`config.mk`:
```
export PLATFORM = sky130hd
export DESIGN_NAME = uart_line_modem
export DESIGN_NICKNAME = d
export VERILOG_FILES = /design/src/core/uart_lmcs_pkg.sv /design/src/core/uart_line_modem.sv
export SDC_FILE = /design/constraint.sdc
export NUM_CORES = 1
export LEC_CHECK = 0
export BUFFER_PORTS_ARGS = -buffer_cell sky130_fd_sc_hd__buf_2
export CORE_MARGIN = 5
export CORE_UTILIZATION = 28
export CTS_CLUSTER_SIZE = 28
export DETAILED_ROUTE_END_ITERATION = 12
export SKIP_CTS_REPAIR_TIMING = 1
export SLEW_MARGIN = 20
export SYNTH_ARGS = -nofsm -noshare
export SYNTH_HDL_FRONTEND = slang
export SYNTH_SLANG_ARGS = --single-unit
```
`constraint.sdc`:
```
create_clock -name mclk -period 8.7 [get_ports mclk]
set_clock_uncertainty 0.1 [all_clocks]
set_input_delay 1.74 -clock mclk [delete_from_list [all_inputs] [get_ports mclk]]
set_output_delay 1.74 -clock mclk [all_outputs]
set_load 0.005 [all_outputs]
```
`src/core/uart_lmcs_pkg.sv`:
```
package uart_lmcs_pkg;

  // ************************************************************
  // Register offsets
  // ************************************************************
  localparam int         ADDR_W            = 3;
  localparam logic [2:0] OFF_DATA          = 3'h0;
  localparam logic [2:0] OFF_IRQ_ENABLE    = 3'h1;
  localparam logic [2:0] OFF_BUFFER_MODE   = 3'h2;
  localparam logic [2:0] OFF_LINE_CONTROL  = 3'h3;
  localparam logic [2:0] OFF_MODEM_CONTROL = 3'h4;
  localparam logic [2:0] OFF_LINE_STATUS   = 3'h5;
  localparam logic [2:0] OFF_MODEM_STATUS  = 3'h6;

  // ************************************************************
  // Field positions
  // ************************************************************
  localparam int LC_PARITY_EN  = 3;
  localparam int LC_EVEN_SEL   = 4;
  localparam int LC_STICK      = 5;
  localparam int LC_BREAK      = 6;
  localparam int LC_DIV_ACCESS = 7;
  localparam int MC_TERM_READY = 0;
  localparam int MC_REQ_SEND   = 1;
  localparam int MC_OUT_ONE    = 2;
  localparam int MC_OUT_TWO    = 3;
  localparam int MC_LOOP       = 4;
  localparam int IE_RX_DATA    = 0;
  localparam int IE_TX_EMPTY   = 1;
  localparam int IE_LINE       = 2;
  localparam int IE_MODEM      = 3;
  localparam int ENT_PAR       = 8;
  localparam int ENT_FRM       = 9;
  localparam int ENT_BRK       = 10;
  localparam int ENT_W         = 11;

  // ************************************************************
  // Reset values and counts
  // ************************************************************
  localparam logic [7:0]  LINE_CONTROL_RST  = 8'h00;
  localparam logic [4:0]  MODEM_CONTROL_RST = 5'h00;
  localparam logic [3:0]  IRQ_ENABLE_RST    = 4'h0;
  localparam logic [15:0] DIVISOR_RST       = 16'h0001;
  localparam logic [4:0]  PIN_SYNC_RST      = 5'h1f;
  localparam logic [3:0]  OS_LAST           = 4'hf;
  localparam logic [3:0]  OS_MID            = 4'h7;
  localparam logic [3:0]  HALF_BIT_TICKS    = 4'h8;
  localparam logic [2:0]  DATA_LAST         = 3'h7;
  localparam int          DEF_RX_DEPTH      = 16;

  typedef enum logic [2:0] {TX_IDLE, TX_START, TX_DATA, TX_PARITY, TX_STOP} tx_state_e;
  typedef enum logic [2:0] {RX_IDLE, RX_START, RX_DATA, RX_PARITY, RX_STOP, RX_BREAK} rx_state_e;

endpackage : uart_lmcs_pkg
```
`src/core/uart_line_modem.sv`:
```
// Strobed register access is this design's own decision.
`timescale 1ns/100ps
module uart_line_modem
  import uart_lmcs_pkg::*;
#(
  parameter int RX_DEPTH = DEF_RX_DEPTH
) (
  input  wire logic              mclk,
  input  wire logic              arst_n,
  input  wire logic [ADDR_W-1:0] addr,
  input  wire logic [7:0]        wdata,
  input  wire logic              wr_stb,
  input  wire logic              rd_stb,
  output logic      [7:0]        rdata,
  output logic                   txd,
  input  wire logic              rxd,
  input  wire logic              clear_send_in_n,
  input  wire logic              set_ready_in_n,
  input  wire logic              ring_in_n,
  input  wire logic              carrier_detect_in_n,
  output logic                   terminal_ready_out_n,
  output logic                   request_send_out_n,
  output logic                   irq_out,
  output logic                   irq_oe
);

  localparam int PW = $clog2(RX_DEPTH);
  localparam logic [PW:0] CNT_FULL = (PW+1)'(RX_DEPTH);

  // ************************************************************
  // Elaboration check
  // ************************************************************
  // Pointers wrap by overflow, so depth must be a power of two
  if (RX_DEPTH < 2 || (RX_DEPTH & (RX_DEPTH - 1)) != 0) begin : g_bad_depth
    $error("RX_DEPTH must be a power of two of at least 2");
  end

  // ************************************************************
  // Reset release and pin synchronisers
  // ************************************************************
  logic [1:0] rst_q;
  logic       rst_n;
  logic [4:0] sync1_q;
  logic [4:0] sync2_q;

  always_ff @(posedge mclk or negedge arst_n) begin
    if (!arst_n) begin
      rst_q <= 2'b00;
    end else begin
      rst_q <= {rst_q[0], 1'b1};
    end
  end
  assign rst_n = rst_q[1];

  always_ff @(posedge mclk or negedge rst_n) begin
    if (!rst_n) begin
      sync1_q <= PIN_SYNC_RST;
      sync2_q <= PIN_SYNC_RST;
    end else begin
      sync1_q <= {carrier_detect_in_n, ring_in_n, set_ready_in_n, clear_send_in_n, rxd};
      sync2_q <= sync1_q;
    end
  end

  // ************************************************************
  // State
  // ************************************************************
  logic [7:0]       line_control_q, line_control_d;
  logic [4:0]       modem_control_q, modem_control_d;
  logic [3:0]       irq_enable_q, irq_enable_d;
  logic [7:0]       div_low_q, div_low_d, div_high_q, div_high_d;
  logic [15:0]      div_cnt_q, div_cnt_d;
  logic             buf_mode_q, buf_mode_d;
  logic [7:0]       tx_holding_q, tx_holding_d;
  logic             hold_full_q, hold_full_d;
  tx_state_e        tx_st_q, tx_st_d;
  logic [3:0]       tx_os_q, tx_os_d;
  logic [2:0]       tx_bit_q, tx_bit_d;
  logic [7:0]       tx_shift_q, tx_shift_d;
  logic             tx_par_q, tx_par_d;
  logic             txd_q, txd_d;
  rx_state_e        rx_st_q, rx_st_d;
  logic [3:0]       rx_os_q, rx_os_d;
  logic [2:0]       rx_bit_q, rx_bit_d;
  logic [7:0]       rx_sh_q, rx_sh_d;
  logic             rx_par_q, rx_par_d;
  logic [PW-1:0]    wr_ptr_q, wr_ptr_d, rd_ptr_q, rd_ptr_d;
  logic [PW:0]      cnt_q, cnt_d, err_cnt_q, err_cnt_d;
  logic             overrun_q, overrun_d;
  logic [2:0]       head_err_q, head_err_d;
  logic             sum_err_q, sum_err_d;
  logic [3:0]       modem_prev_q, modem_prev_d;
  logic [3:0]       delta_q, delta_d;
  logic             irq_q, irq_d;
  logic [7:0]       rdata_q, rdata_d;
  logic [ENT_W-1:0] mem [RX_DEPTH];

  // ************************************************************
  // Combinational helpers
  // ************************************************************
  logic             div_access, loop_on, tick, tx_line, rx_in;
  logic [15:0]      divisor;
  logic [3:0]       modem_now;
  logic [ENT_W-1:0] head_ent, next_ent, rx_ent, mem_wd;
  logic [PW-1:0]    mem_wa;
  logic             mem_we, rx_done, pop, room, stored, status_read, modem_read;
  logic             brk_now;
  logic [7:0]       line_status;
  logic             receive_ready_flag, tx_holding_empty_flag, tx_all_empty_flag;

  // Constant bit under stick, else odd or even over the data bits
  function automatic logic parity_of(input logic [7:0] d, input logic [7:0] lc);
    if (lc[LC_STICK]) begin
      return ~lc[LC_EVEN_SEL];
    end
    return lc[LC_EVEN_SEL] ? ^d : ~^d;
  endfunction : parity_of

  assign div_access  = line_control_q[LC_DIV_ACCESS];
  assign loop_on     = modem_control_q[MC_LOOP];
  assign divisor     = {div_high_q, div_low_q};
  assign tick        = (div_cnt_q == 16'h0000);
  assign head_ent    = mem[rd_ptr_q];
  assign next_ent    = mem[rd_ptr_q + 1'b1];
  assign status_read = rd_stb && (addr == OFF_LINE_STATUS);
  assign modem_read  = rd_stb && (addr == OFF_MODEM_STATUS);
  // Shared offset: divisor latch or receive data, per access select
  assign pop = rd_stb && (addr == OFF_DATA) && !div_access && (cnt_q != '0);

  // Internal line before break, so break is also seen in loopback
  always_comb begin
    case (tx_st_q)
      TX_START:  tx_line = 1'b0;
      TX_DATA:   tx_line = tx_shift_q[0];
      TX_PARITY: tx_line = tx_par_q;
      default:   tx_line = 1'b1;
    endcase
  end
  assign rx_in = loop_on ? (tx_line & ~line_control_q[LC_BREAK]) : sync2_q[0];

  // Modem inputs: {carrier, ring, set ready, clear send}
  assign modem_now = loop_on ?
    {modem_control_q[MC_OUT_TWO], modem_control_q[MC_OUT_ONE],
     modem_control_q[MC_TERM_READY], modem_control_q[MC_REQ_SEND]} : ~sync2_q[4:1];

  assign receive_ready_flag    = (cnt_q != '0);
  assign tx_holding_empty_flag = ~hold_full_q;
  assign tx_all_empty_flag     = ~hold_full_q && (tx_st_q == TX_IDLE);
  assign line_status = {buf_mode_q & sum_err_q, tx_all_empty_flag, tx_holding_empty_flag,
                        head_err_q[2], head_err_q[1], head_err_q[0], overrun_q,
                        receive_ready_flag};

  // ************************************************************
  // Next state
  // ************************************************************
  always_comb begin
    line_control_d  = line_control_q;
    modem_control_d = modem_control_q;
    irq_enable_d    = irq_enable_q;
    div_low_d       = div_low_q;
    div_high_d      = div_high_q;
    buf_mode_d      = buf_mode_q;
    tx_holding_d    = tx_holding_q;
    hold_full_d     = hold_full_q;
    tx_st_d         = tx_st_q;
    tx_os_d         = tx_os_q;
    tx_bit_d        = tx_bit_q;
    tx_shift_d      = tx_shift_q;
    tx_par_d        = tx_par_q;
    rx_st_d         = rx_st_q;
    rx_os_d         = rx_os_q;
    rx_bit_d        = rx_bit_q;
    rx_sh_d         = rx_sh_q;
    rx_par_d        = rx_par_q;
    wr_ptr_d        = wr_ptr_q;
    rd_ptr_d        = rd_ptr_q;
    cnt_d           = cnt_q;
    err_cnt_d       = err_cnt_q;
    rx_done         = 1'b0;
    rx_ent          = '0;
    brk_now         = 1'b0;
    mem_we          = 1'b0;
    mem_wa          = wr_ptr_q;
    div_cnt_d       = tick ? ((divisor == 16'h0000) ? 16'h0000 : divisor - 16'h0001)
                           : div_cnt_q - 16'h0001;

    // Transmitter
    if (tick && tx_st_q != TX_IDLE) begin
      tx_os_d = tx_os_q + 4'h1;
    end
    case (tx_st_q)
      TX_IDLE: begin
        if (hold_full_q) begin
          tx_shift_d  = tx_holding_q;
          tx_par_d    = parity_of(tx_holding_q, line_control_q);
          hold_full_d = 1'b0;
          tx_os_d     = 4'h0;
          tx_st_d     = TX_START;
        end
      end
      TX_START: begin
        if (tick && tx_os_q == OS_LAST) begin
          tx_st_d  = TX_DATA;
          tx_bit_d = 3'h0;
        end
      end
      TX_DATA: begin
        if (tick && tx_os_q == OS_LAST) begin
          tx_shift_d = tx_shift_q >> 1;
          tx_bit_d   = tx_bit_q + 3'h1;
          if (tx_bit_q == DATA_LAST) begin
            tx_st_d = line_control_q[LC_PARITY_EN] ? TX_PARITY : TX_STOP;
          end
        end
      end
      TX_PARITY: begin
        if (tick && tx_os_q == OS_LAST) begin
          tx_st_d = TX_STOP;
        end
      end
      TX_STOP: begin
        if (tick && tx_os_q == OS_LAST) begin
          tx_st_d = TX_IDLE;
        end
      end
      default: tx_st_d = TX_IDLE;
    endcase

    // Receiver, sampling mid-bit at 16x
    if (tick && rx_st_q != RX_IDLE) begin
      rx_os_d = rx_os_q + 4'h1;
    end
    case (rx_st_q)
      RX_IDLE: begin
        if (tick && !rx_in) begin
          rx_st_d = RX_START;
          rx_os_d = 4'h0;
        end
      end
      RX_START: begin
        if (tick && rx_os_q == OS_MID) begin
          rx_st_d  = rx_in ? RX_IDLE : RX_DATA;
          rx_os_d  = 4'h0;
          rx_bit_d = 3'h0;
        end
      end
      RX_DATA: begin
        if (tick && rx_os_q == OS_LAST) begin
          rx_sh_d  = {rx_in, rx_sh_q[7:1]};
          rx_bit_d = rx_bit_q + 3'h1;
          if (rx_bit_q == DATA_LAST) begin
            rx_st_d = line_control_q[LC_PARITY_EN] ? RX_PARITY : RX_STOP;
          end
        end
      end
      RX_PARITY: begin
        if (tick && rx_os_q == OS_LAST) begin
          rx_par_d = rx_in;
          rx_st_d  = RX_STOP;
        end
      end
      RX_STOP: begin
        if (tick && rx_os_q == OS_LAST) begin
          rx_done = 1'b1;
          brk_now = (rx_sh_q == 8'h00) && !rx_in &&
                    !(line_control_q[LC_PARITY_EN] && rx_par_q);
          rx_ent[7:0]     = rx_sh_q;
          rx_ent[ENT_BRK] = brk_now;
          rx_ent[ENT_FRM] = !rx_in && !brk_now;
          rx_ent[ENT_PAR] = line_control_q[LC_PARITY_EN] && !brk_now &&
                            (rx_par_q != parity_of(rx_sh_q, line_control_q));
          rx_os_d  = 4'h0;
          rx_bit_d = 3'h0;
          if (brk_now) begin
            rx_st_d = RX_BREAK;
          end else if (!rx_in) begin
            rx_st_d = RX_DATA;
          end else begin
            rx_st_d = RX_IDLE;
          end
        end
      end
      RX_BREAK: begin
        // Only one character per break; wait for half a bit of marking
        if (tick) begin
          rx_os_d = rx_in ? rx_os_q + 4'h1 : 4'h0;
          if (rx_in && rx_os_q == HALF_BIT_TICKS - 4'h1) begin
            rx_st_d = RX_IDLE;
          end
        end
      end
      default: rx_st_d = RX_IDLE;
    endcase

    // Receive buffer; depth one when unbuffered
    room   = (buf_mode_q ? (cnt_q != CNT_FULL) : (cnt_q == '0)) || pop;
    stored = rx_done && room;
    mem_wd = rx_ent;
    if (stored) begin
      mem_we   = 1'b1;
      wr_ptr_d = wr_ptr_q + 1'b1;
    end else if (rx_done && !buf_mode_q) begin
      mem_we = 1'b1;
      mem_wa = rd_ptr_q;
    end
    if (pop) begin
      rd_ptr_d = rd_ptr_q + 1'b1;
    end
    if (stored && !pop) begin
      cnt_d = cnt_q + 1'b1;
    end else if (pop && !stored) begin
      cnt_d = cnt_q - 1'b1;
    end
    if (stored && buf_mode_q && (|rx_ent[ENT_BRK:ENT_PAR]) &&
        !(pop && (|head_ent[ENT_BRK:ENT_PAR]))) begin
      err_cnt_d = err_cnt_q + 1'b1;
    end else if (pop && (|head_ent[ENT_BRK:ENT_PAR]) &&
                 !(stored && buf_mode_q && (|rx_ent[ENT_BRK:ENT_PAR]))) begin
      err_cnt_d = err_cnt_q - 1'b1;
    end

    // Error flags follow the character that reaches the head
    overrun_d  = (rx_done && !room) || (overrun_q && !status_read);
    head_err_d = head_err_q & {3{!status_read}};
    if (rx_done && (!buf_mode_q || cnt_q == '0 || (pop && cnt_q == 1))) begin
      head_err_d = head_err_d | rx_ent[ENT_BRK:ENT_PAR];
    end else if (pop && cnt_q > 1) begin
      head_err_d = head_err_d | next_ent[ENT_BRK:ENT_PAR];
    end
    sum_err_d = (stored && buf_mode_q && (|rx_ent[ENT_BRK:ENT_PAR])) ||
                (sum_err_q && !(status_read && err_cnt_d == '0));

    // Register writes
    if (wr_stb) begin
      case (addr)
        OFF_DATA: begin
          if (div_access) begin
            div_low_d = wdata;
          end else begin
            tx_holding_d = wdata;
            hold_full_d  = 1'b1;
          end
        end
        OFF_IRQ_ENABLE: begin
          if (div_access) begin
            div_high_d = wdata;
          end else begin
            irq_enable_d = wdata[3:0];
          end
        end
        OFF_BUFFER_MODE:   buf_mode_d      = wdata[0];
        OFF_LINE_CONTROL:  line_control_d  = wdata;
        OFF_MODEM_CONTROL: modem_control_d = wdata[4:0];
        default: ;
      endcase
    end
    // Changing buffer mode empties the receive buffer
    if (buf_mode_d != buf_mode_q) begin
      wr_ptr_d  = '0;
      rd_ptr_d  = '0;
      cnt_d     = '0;
      err_cnt_d = '0;
      sum_err_d = 1'b0;
    end
    // Reloading a latch restarts the baud count at once
    if (wr_stb && div_access && (addr == OFF_DATA || addr == OFF_IRQ_ENABLE)) begin
      div_cnt_d = 16'h0000;
    end

    // Modem change detection, set wins over the read clear
    modem_prev_d = modem_now;
    delta_d[0]   = (modem_now[0] ^ modem_prev_q[0]) || (delta_q[0] && !modem_read);
    delta_d[1]   = (modem_now[1] ^ modem_prev_q[1]) || (delta_q[1] && !modem_read);
    delta_d[2]   = (modem_prev_q[2] && !modem_now[2]) || (delta_q[2] && !modem_read);
    delta_d[3]   = (modem_now[3] ^ modem_prev_q[3]) || (delta_q[3] && !modem_read);

    irq_d = (irq_enable_q[IE_RX_DATA] && receive_ready_flag) ||
            (irq_enable_q[IE_TX_EMPTY] && tx_holding_empty_flag) ||
            (irq_enable_q[IE_LINE] && (overrun_q || (|head_err_q))) ||
            (irq_enable_q[IE_MODEM] && (|delta_q));

    // Loopback marks the line; break overrides transmitter activity
    txd_d = loop_on ? 1'b1 : (line_control_q[LC_BREAK] ? 1'b0 : tx_line);

    rdata_d = 8'h00;
    if (rd_stb) begin
      case (addr)
        OFF_DATA:          rdata_d = div_access ? div_low_q : head_ent[7:0];
        OFF_IRQ_ENABLE:    rdata_d = div_access ? div_high_q : {4'h0, irq_enable_q};
        OFF_BUFFER_MODE:   rdata_d = {7'h00, buf_mode_q};
        OFF_LINE_CONTROL:  rdata_d = line_control_q;
        OFF_MODEM_CONTROL: rdata_d = {3'h0, modem_control_q};
        OFF_LINE_STATUS:   rdata_d = line_status;
        OFF_MODEM_STATUS:  rdata_d = {modem_now, delta_q};
        default:           rdata_d = 8'h00;
      endcase
    end
  end

  // ************************************************************
  // Registers
  // ************************************************************
  always_ff @(posedge mclk) begin
    if (mem_we) begin
      mem[mem_wa] <= mem_wd;
    end
  end

  always_ff @(posedge mclk or negedge rst_n) begin
    if (!rst_n) begin
      line_control_q  <= LINE_CONTROL_RST;
      modem_control_q <= MODEM_CONTROL_RST;
      irq_enable_q    <= IRQ_ENABLE_RST;
      div_low_q       <= DIVISOR_RST[7:0];
      div_high_q      <= DIVISOR_RST[15:8];
      div_cnt_q       <= 16'h0000;
      buf_mode_q      <= 1'b0;
      tx_holding_q    <= 8'h00;
      hold_full_q     <= 1'b0;
      tx_st_q         <= TX_IDLE;
      tx_os_q         <= 4'h0;
      tx_bit_q        <= 3'h0;
      tx_shift_q      <= 8'h00;
      tx_par_q        <= 1'b0;
      txd_q           <= 1'b1;
      rx_st_q         <= RX_IDLE;
      rx_os_q         <= 4'h0;
      rx_bit_q        <= 3'h0;
      rx_sh_q         <= 8'h00;
      rx_par_q        <= 1'b0;
      wr_ptr_q        <= '0;
      rd_ptr_q        <= '0;
      cnt_q           <= '0;
      err_cnt_q       <= '0;
      overrun_q       <= 1'b0;
      head_err_q      <= 3'h0;
      sum_err_q       <= 1'b0;
      modem_prev_q    <= 4'h0;
      delta_q         <= 4'h0;
      irq_q           <= 1'b0;
      rdata_q         <= 8'h00;
    end else begin
      line_control_q  <= line_control_d;
      modem_control_q <= modem_control_d;
      irq_enable_q    <= irq_enable_d;
      div_low_q       <= div_low_d;
      div_high_q      <= div_high_d;
      div_cnt_q       <= div_cnt_d;
      buf_mode_q      <= buf_mode_d;
      tx_holding_q    <= tx_holding_d;
      hold_full_q     <= hold_full_d;
      tx_st_q         <= tx_st_d;
      tx_os_q         <= tx_os_d;
      tx_bit_q        <= tx_bit_d;
      tx_shift_q      <= tx_shift_d;
      tx_par_q        <= tx_par_d;
      txd_q           <= txd_d;
      rx_st_q         <= rx_st_d;
      rx_os_q         <= rx_os_d;
      rx_bit_q        <= rx_bit_d;
      rx_sh_q         <= rx_sh_d;
      rx_par_q        <= rx_par_d;
      wr_ptr_q        <= wr_ptr_d;
      rd_ptr_q        <= rd_ptr_d;
      cnt_q           <= cnt_d;
      err_cnt_q       <= err_cnt_d;
      overrun_q       <= overrun_d;
      head_err_q      <= head_err_d;
      sum_err_q       <= sum_err_d;
      modem_prev_q    <= modem_prev_d;
      delta_q         <= delta_d;
      irq_q           <= irq_d;
      rdata_q         <= rdata_d;
    end
  end

  // ************************************************************
  // Outputs
  // ************************************************************
  assign rdata                = rdata_q;
  assign txd                  = txd_q;
  // Ready and request pins forced inactive high in loopback; the interrupt pins still follow out two
  assign terminal_ready_out_n = loop_on | ~modem_control_q[MC_TERM_READY];
  assign request_send_out_n   = loop_on | ~modem_control_q[MC_REQ_SEND];
  assign irq_oe               = modem_control_q[MC_OUT_TWO];
  assign irq_out              = irq_q & modem_control_q[MC_OUT_TWO];

endmodule : uart_line_modem

```
==> run summary, run 1 <==
===============================================================================
Result of the run                                                  finished, final reports clean
Fraction of final layout cells sized beyond drive strength 1              0.197
Antenna violations before repair                                              0
Post-synth top area share                                                 0.350
Filler-free cell count of the finished design                              1904
Number of placement rows                                                     85
Top-Level Pins                                                               33
Floorplan die width                                                      242 um
Maximum number of pins on one net before global-route repair                 83
YS warnings                                                                   0
GRT Resource Usage Total                                                  0.123
Global-route wire length before repair                                  57.4 mm
FFs w/ async S/R, synth                                                   0.460
Routing usage on met1                                                     0.166
Synthesized area                                                     15100 um^2
Total Power                                                             4.35 mW
Vertical extent of the die                                               242 um
Post-detailed-placement cell area                                    16100 um^2
Synth area leaders                                                 sky130_fd_sc_hd__edfxtp_1 (35%), sky130_fd_sc_hd__dfrtp_1 (23%), sky130_fd_sc_hd__mux4_2 (7.7%), sky130_fd_sc_hd__mux2_2 (3.6%), sky130_fd_sc_hd__nor2_1 (2.7%)
Post-route antenna net violation count                                        0
RePlAce Congestion                                                        0.865
Worst Setup End Kind                                                       flop
Port buffer count                                                            32
Via count                                                                  9561
Worst path arrival time                                                 4.69 ns
Busiest metal layer after global routing                                   met2
Final wirelength                                                        36.6 mm
Global routing met3 resource utilization                                 0.0280
Clock tree from TritonCTS                                                  done
CTS Root Cell                                                      sky130_fd_sc_hd__clkbuf_16
Ant diodes                                                                    0
Placed instance count                                                      1840
Maximum fanout along the worst path                                          26
Number of synthesized register bits                                         326
Setup repair after global routing missed its margin                          no
Syn nets                                                                   1190
TritonCTS Sinks                                                             326
Number of iterations in the first detailed-routing pass                       5
Sequential fraction of the synthesis area                                 0.599
Final-layout worst hold slack                                          0.176 ns
Die area                                                             58700 um^2
Leakage dissipation                                                     6.81 nW
Kind of path behind the tightest hold check                        flop to async pin
Clock Latency Late Sink                                                 0.53 ns
Cell type with the highest aggregate area in the netlist           sky130_fd_sc_hd__edfxtp_1
Power per cell area                                                 252 nW/um^2
Finish-stage setup viols                                                      0
Number of nets in the finished design                                      1223
Initial DRC Count                                                           740
Detailed-route vias per instance                                           5.02
Post-route design area                                               17300 um^2
Part of the cycle the worst path needs                                    0.535
Relative slew slack                                                       0.271
Total overflow reported by the global router                                  0
Total number of H-tree levels                                                 2
Synth unique cells                                                           75
Required @ worst endpoint                                               8.74 ns
Pre-CTS worst setup slack                                               3.54 ns
Core outline area                                                    53600 um^2
Cts bufs inserted                                                            35
Number of fillers in the final layout                                      5312
Met2 global-route usage                                                   0.202
Final Critical Period                                                   4.65 ns
Kind of start point of the critical path                             input port
DRC violations left                                                           0
IR Drop Worst-Case VDD                                               0.000127 V
Highest attainable clock frequency                                      215 MHz
Number of enable-type register cells in the synthesized netlist             176
Count of pins over their slew limit                                           0
Placed wire-length estimate after detailed placement                    25.3 mm
WL/cell                                                                 19.2 um
Clock transition at the registers of the reported paths                 0.06 ns
Worst Setup Slack, final                                                4.05 ns
Setup_tns                                                                  0 ns
Via count of the first global-routing pass                                 9623
Layout overhead on the synthesized area                                   14.2%
Post-Synthesis Cells                                                       1149
Number of endpoints with negative hold slack in the final report              0
Clock tree buffer depth                                                       3
Starting density of the core                                              0.282
Main flop type after synthesis                                     sky130_fd_sc_hd__edfxtp_1
Max-cap violations                                                            0
Mean area per synthesized cell                                        13.2 um^2
Classification of the worst setup path                             input port to flop
Utilization of the core after routing                                     0.322
Slew @ Worst Pin                                                        1.08 ns
===============================================================================
[cell usage after synthesis, types with 3 or more instances]
| library cell | instances |
|---|---|
| sky130_fd_sc_hd__a211oi_1 | 14 |
| sky130_fd_sc_hd__a21o_1 | 4 |
| sky130_fd_sc_hd__a21oi_1 | 54 |
| sky130_fd_sc_hd__a221oi_1 | 8 |
| sky130_fd_sc_hd__a22o_1 | 8 |
| sky130_fd_sc_hd__a22oi_1 | 9 |
| sky130_fd_sc_hd__a31oi_1 | 6 |
| sky130_fd_sc_hd__and2_1 | 7 |
| sky130_fd_sc_hd__and3_1 | 7 |
| sky130_fd_sc_hd__buf_1 | 5 |
| sky130_fd_sc_hd__buf_2 | 11 |
| sky130_fd_sc_hd__clkbuf_1 | 33 |
| sky130_fd_sc_hd__dfrtp_1 | 138 |
| sky130_fd_sc_hd__dfstp_2 | 12 |
| sky130_fd_sc_hd__edfxtp_1 | 176 |
| sky130_fd_sc_hd__ha_1 | 21 |
| sky130_fd_sc_hd__inv_1 | 33 |
| sky130_fd_sc_hd__mux2_2 | 48 |
| sky130_fd_sc_hd__mux2i_1 | 31 |
| sky130_fd_sc_hd__mux4_2 | 52 |
| sky130_fd_sc_hd__nand2_1 | 93 |
| sky130_fd_sc_hd__nand2b_1 | 3 |
| sky130_fd_sc_hd__nand3_1 | 12 |
| sky130_fd_sc_hd__nand4_1 | 9 |
| sky130_fd_sc_hd__nor2_1 | 109 |
| sky130_fd_sc_hd__nor2b_1 | 13 |
| sky130_fd_sc_hd__nor3_1 | 37 |
| sky130_fd_sc_hd__nor3_2 | 5 |
| sky130_fd_sc_hd__nor3b_1 | 3 |
| sky130_fd_sc_hd__nor4_1 | 15 |
| sky130_fd_sc_hd__nor4b_1 | 9 |
| sky130_fd_sc_hd__o21ai_0 | 45 |
| sky130_fd_sc_hd__o41ai_1 | 4 |
| sky130_fd_sc_hd__or3_1 | 11 |
| sky130_fd_sc_hd__xnor2_1 | 36 |
| sky130_fd_sc_hd__xor2_1 | 20 |
[cells in the final DEF, fill, tap and decap left out, types with 33 or more instances in the layout]
cell,count
sky130_fd_sc_hd__edfxtp_1,176
sky130_fd_sc_hd__nor2_1,109
sky130_fd_sc_hd__o21ai_0,45
sky130_fd_sc_hd__mux4_2,52
sky130_fd_sc_hd__xnor2_1,36
sky130_fd_sc_hd__clkbuf_16,36
sky130_fd_sc_hd__a21oi_1,54
sky130_fd_sc_hd__dfrtp_1,135
sky130_fd_sc_hd__mux2_2,48
sky130_fd_sc_hd__nand2_1,93
sky130_fd_sc_hd__inv_1,33
[registers in the layout, indices dropped and copies added, names as in the netlist, 5 cells and up]
name,cells
modem_control_q,5
div_high_q,8
tx_holding_q,8
div_cnt_q,16
tx_shift_q,8
line_control_q,8
sync1_q,5
rx_sh_q,8
err_cnt_q,5
mem,176
sync2_q,5
rdata,8
cnt_q,5
div_low_q,8
[cell type report]
class | instances | area (um^2) | area share
Clock inverter | 20 | 193 | 0.0112
Clock buffer | 43 | 947 | 0.0549
Sequential cell | 326 | 9060 | 0.525
Multi-Input combinational cell | 739 | 5770 | 0.334
Inverter | 33 | 124 | 0.00718
Tap cell | 696 | 871 | 0.0505
Timing Repair Buffer | 47 | 293 | 0.0170
[power breakdown]
group / leakage (nW) / switching, mW / internal (mW)
Clock: 0.560 / 0.608 / 0.869
Combinational: 2.32 / 0.491 / 0.423
Sequential: 3.93 / 0.201 / 1.76
[path summary, 6_finish.rpt]
check,start,end,slack [ns],depth (start not counted)
hold reg to reg,rst_q[1]$_DFF_PN0_,modem_control_q[3]$_DFFE_PN0P_,0.18,0
min in group mclk,sync1_q[3]$_DFF_PN1_,sync2_q[3]$_DFF_PN1_,0.25,0
hold / removal,rst_q[1]$_DFF_PN0_,modem_control_q[3]$_DFFE_PN0P_,0.18,0
setup reg to reg,cnt_q[0]$_DFFE_PN0P_,mem[6][0]$_DFFE_PP_,4.72,9
max in group asynchronous,rst_q[1]$_DFF_PN0_,tx_shift_q[0]$_DFFE_PN0P_,7.13,1
setup / recovery,addr[1],mem[6][0]$_DFFE_PP_,4.05,8
[layer usage]
| metal | vias up | wire (um) | part of all wire |
|---|---|---|---|
| met3 | 73 | 2680 | 0.073 |
| met5 | - | 0 | 0 |
| li1 | 4375 | - | - |
| met4 | 0 | 797 | 0.022 |
| met1 | 4805 | 15700 | 0.43 |
| met2 | 308 | 17500 | 0.48 |
[critical path, stage by stage]
cell and delay, ns:
sky130_fd_sc_hd__buf_2 0.38, sky130_fd_sc_hd__nor3_2 0.18, sky130_fd_sc_hd__a221oi_4 0.55, sky130_fd_sc_hd__nand2_1 0.15, sky130_fd_sc_hd__nor2_2 0.38, sky130_fd_sc_hd__mux2i_1 0.30, sky130_fd_sc_hd__nand2_1 0.19, sky130_fd_sc_hd__nor2_1 0.79
[logic make-up after synthesis]
kind of cell / synth area share
and+or+nand+nor: 0.118
DFF: 0.599
AOI/OAI and AO/OA: 0.0756
muxes: 0.135
buffers and inverters: 0.0223
xor gates and xnor gates: 0.0325
adders and majority gates: 0.0174
other: 0.000248
Power figures use the tool's default switching activity.
==> run 2, diff against run 1 <==
==> constraint.sdc (replaced) <==
create_clock -name mclk -period 4.1 [get_ports mclk]
set_clock_uncertainty 0.1 [all_clocks]
set_input_delay 0.82 -clock mclk [delete_from_list [all_inputs] [get_ports mclk]]
set_output_delay 0.82 -clock mclk [all_outputs]
set_load 0.005 [all_outputs]
==> run summary, run 2 (synthesized netlist as in run 1, its figures left out) <==
==================================================================================
Clock transition at the registers of the reported paths                    0.06 ns
Cts bufs inserted                                                               36
CTS Root Cell                                                         sky130_fd_sc_hd__clkbuf_16
Part of the cycle the worst path needs                                       0.890
Number of endpoints with negative hold slack in the final report                 0
Post-route antenna net violation count                                           0
Clock Latency Late Sink                                                    0.53 ns
Commonest non-fill, non-tap cell in the layout                        sky130_fd_sc_hd__edfxtp_1
Highest-count cells in the layout ignoring fill and taps              sky130_fd_sc_hd__edfxtp_1 (176), sky130_fd_sc_hd__dfrtp_1 (135), sky130_fd_sc_hd__nor2_1 (109)
Result of the run                                                     finished, final reports clean
Utilization of the core after routing                                        0.329
Die area                                                                58700 um^2
Worst path arrival time                                                    3.68 ns
Kind of path behind the tightest hold check                           flop to flop
Maximum number of pins on one net before global-route repair                    81
Flip-flop count of the largest register, all copies and words added            176
Ant diodes                                                                       0
Largest reg by FF count                                                        mem
Largest registers                                                     mem (176), div_cnt_q (16)
Number of placement rows                                                        85
Worst Setup End Kind                                                          flop
Fraction of final layout cells sized beyond drive strength 1                 0.215
GRT Resource Usage Total                                                     0.124
Sequential cell area in the final layout                                 9060 um^2
DRC violations left                                                              0
Core outline area                                                       53600 um^2
Worst Setup Slack, final                                                  0.452 ns
Via count                                                                     9705
Detailed-route vias per instance                                              5.01
CP max stage cell                                                     sky130_fd_sc_hd__nor2_1
Setup repair after global routing missed its margin                             no
Placed instance count                                                         1869
Setup_tns                                                                     0 ns
Clock tree buffer depth                                                          3
Filler-free cell count of the finished design                                 1936
TritonCTS Sinks                                                                326
Final Critical Period                                                      3.65 ns
Final wirelength                                                           36.9 mm
Vertical extent of the die                                                  242 um
Most frequent CP cell                                                 sky130_fd_sc_hd__nand2_1
Highest attainable clock frequency                                         274 MHz
Total Power                                                                9.77 mW
IR Drop Worst-Case VDD                                                  0.000251 V
Cell-by-cell trace of the critical path                               inv_1 > ha_1 > or3b_1 > a221oi_4 > nand2_1 > nor2_2 > mux2_2 > nand2_1 > nor2_1
Number of buffer and inverter instances along the worst setup path               1
Top-Level Pins                                                                  33
Relative slew slack                                                          0.279
Initial DRC Count                                                              835
Finish-stage setup viols                                                         0
Required @ worst endpoint                                                  4.13 ns
Number of nets in the finished design                                         1253
Pre-CTS worst setup slack                                                 0.472 ns
Antenna violations before repair                                                 0
Global-route wire length before repair                                     57.9 mm
Count of pins over their slew limit                                              0
Number of fillers in the final layout                                         5284
Via count of the first global-routing pass                                    9707
Total number of H-tree levels                                                    2
Footprint of the multi-input gates                                       5730 um^2
Floorplan die width                                                         242 um
Number of iterations in the first detailed-routing pass                          5
Starting density of the core                                                 0.282
WL/cell                                                                    19.1 um
Kind of start point of the critical path                                      flop
Placed wire-length estimate after detailed placement                       25.7 mm
Total overflow reported by the global router                                     0
Maximum fanout along the worst path                                             11
Clock tree from TritonCTS                                                     done
Post-route design area                                                  17600 um^2
Slew @ Worst Pin                                                           1.08 ns
Largest stage delay, worst path                                            0.84 ns
RePlAce Congestion                                                           0.843
Critical path's top delay family                                      simple AND/OR/NAND/NOR gates
Post-detailed-placement cell area                                       16300 um^2
Port buffer count                                                               32
Max-cap violations                                                               0
Power per cell area                                                    554 nW/um^2
Classification of the worst setup path                                flop to flop
Layout overhead on the synthesized area                                      16.6%
Final-layout worst hold slack                                             0.247 ns
Leakage dissipation                                                        7.00 nW
==================================================================================
==> run 2: worst paths after layout <==
path / end / slack [ns] / startpoint / cells past startpoint
max: mem[11][9]$_DFFE_PP_ / 0.45 / cnt_q[0]$_DFFE_PN0P_ / 9
min: rst_q[1]$_DFF_PN0_ / 0.25 / rst_q[0]$_DFF_PN0_ / 0
min in group asynchronous: modem_control_q[3]$_DFFE_PN0P_ / 0.37 / rst_q[1]$_DFF_PN0_ / 0
max in group asynchronous: txd$_DFF_PN1_ / 2.56 / rst_q[1]$_DFF_PN0_ / 1
min reg2reg: rst_q[1]$_DFF_PN0_ / 0.25 / rst_q[0]$_DFF_PN0_ / 0
max reg2reg: mem[11][9]$_DFFE_PP_ / 0.45 / cnt_q[0]$_DFFE_PN0P_ / 9
==> run 2: cell type report <==
class	count	share of cell area
flip-flops and latches	326	0.514
multi-input cells	739	0.325
clock buffers	47	0.0552
well taps	696	0.0494
repair buffers	76	0.0287
clock inverters	19	0.0205
inverters	33	0.00703
==> run 2: power by group <==
group	internal, mW	total [mW]	switching [mW]	leakage, nW
Combinational	0.939	1.89	0.955	2.42
Sequential	3.73	4.25	0.520	3.93
Clock	2.32	3.63	1.31	0.646
==> run 2: layer usage <==
| layer | vias up | track usage | wire, um |
|---|---|---|---|
| met1 | 4940 | 0.174 | 16700 |
| met5 | - | 0 | 0 |
| met2 | 279 | 0.199 | 17400 |
| met3 | 49 | 0.0216 | 2010 |
| met4 | 0 | 0.0309 | 799 |
| li1 | 4437 | - | - |
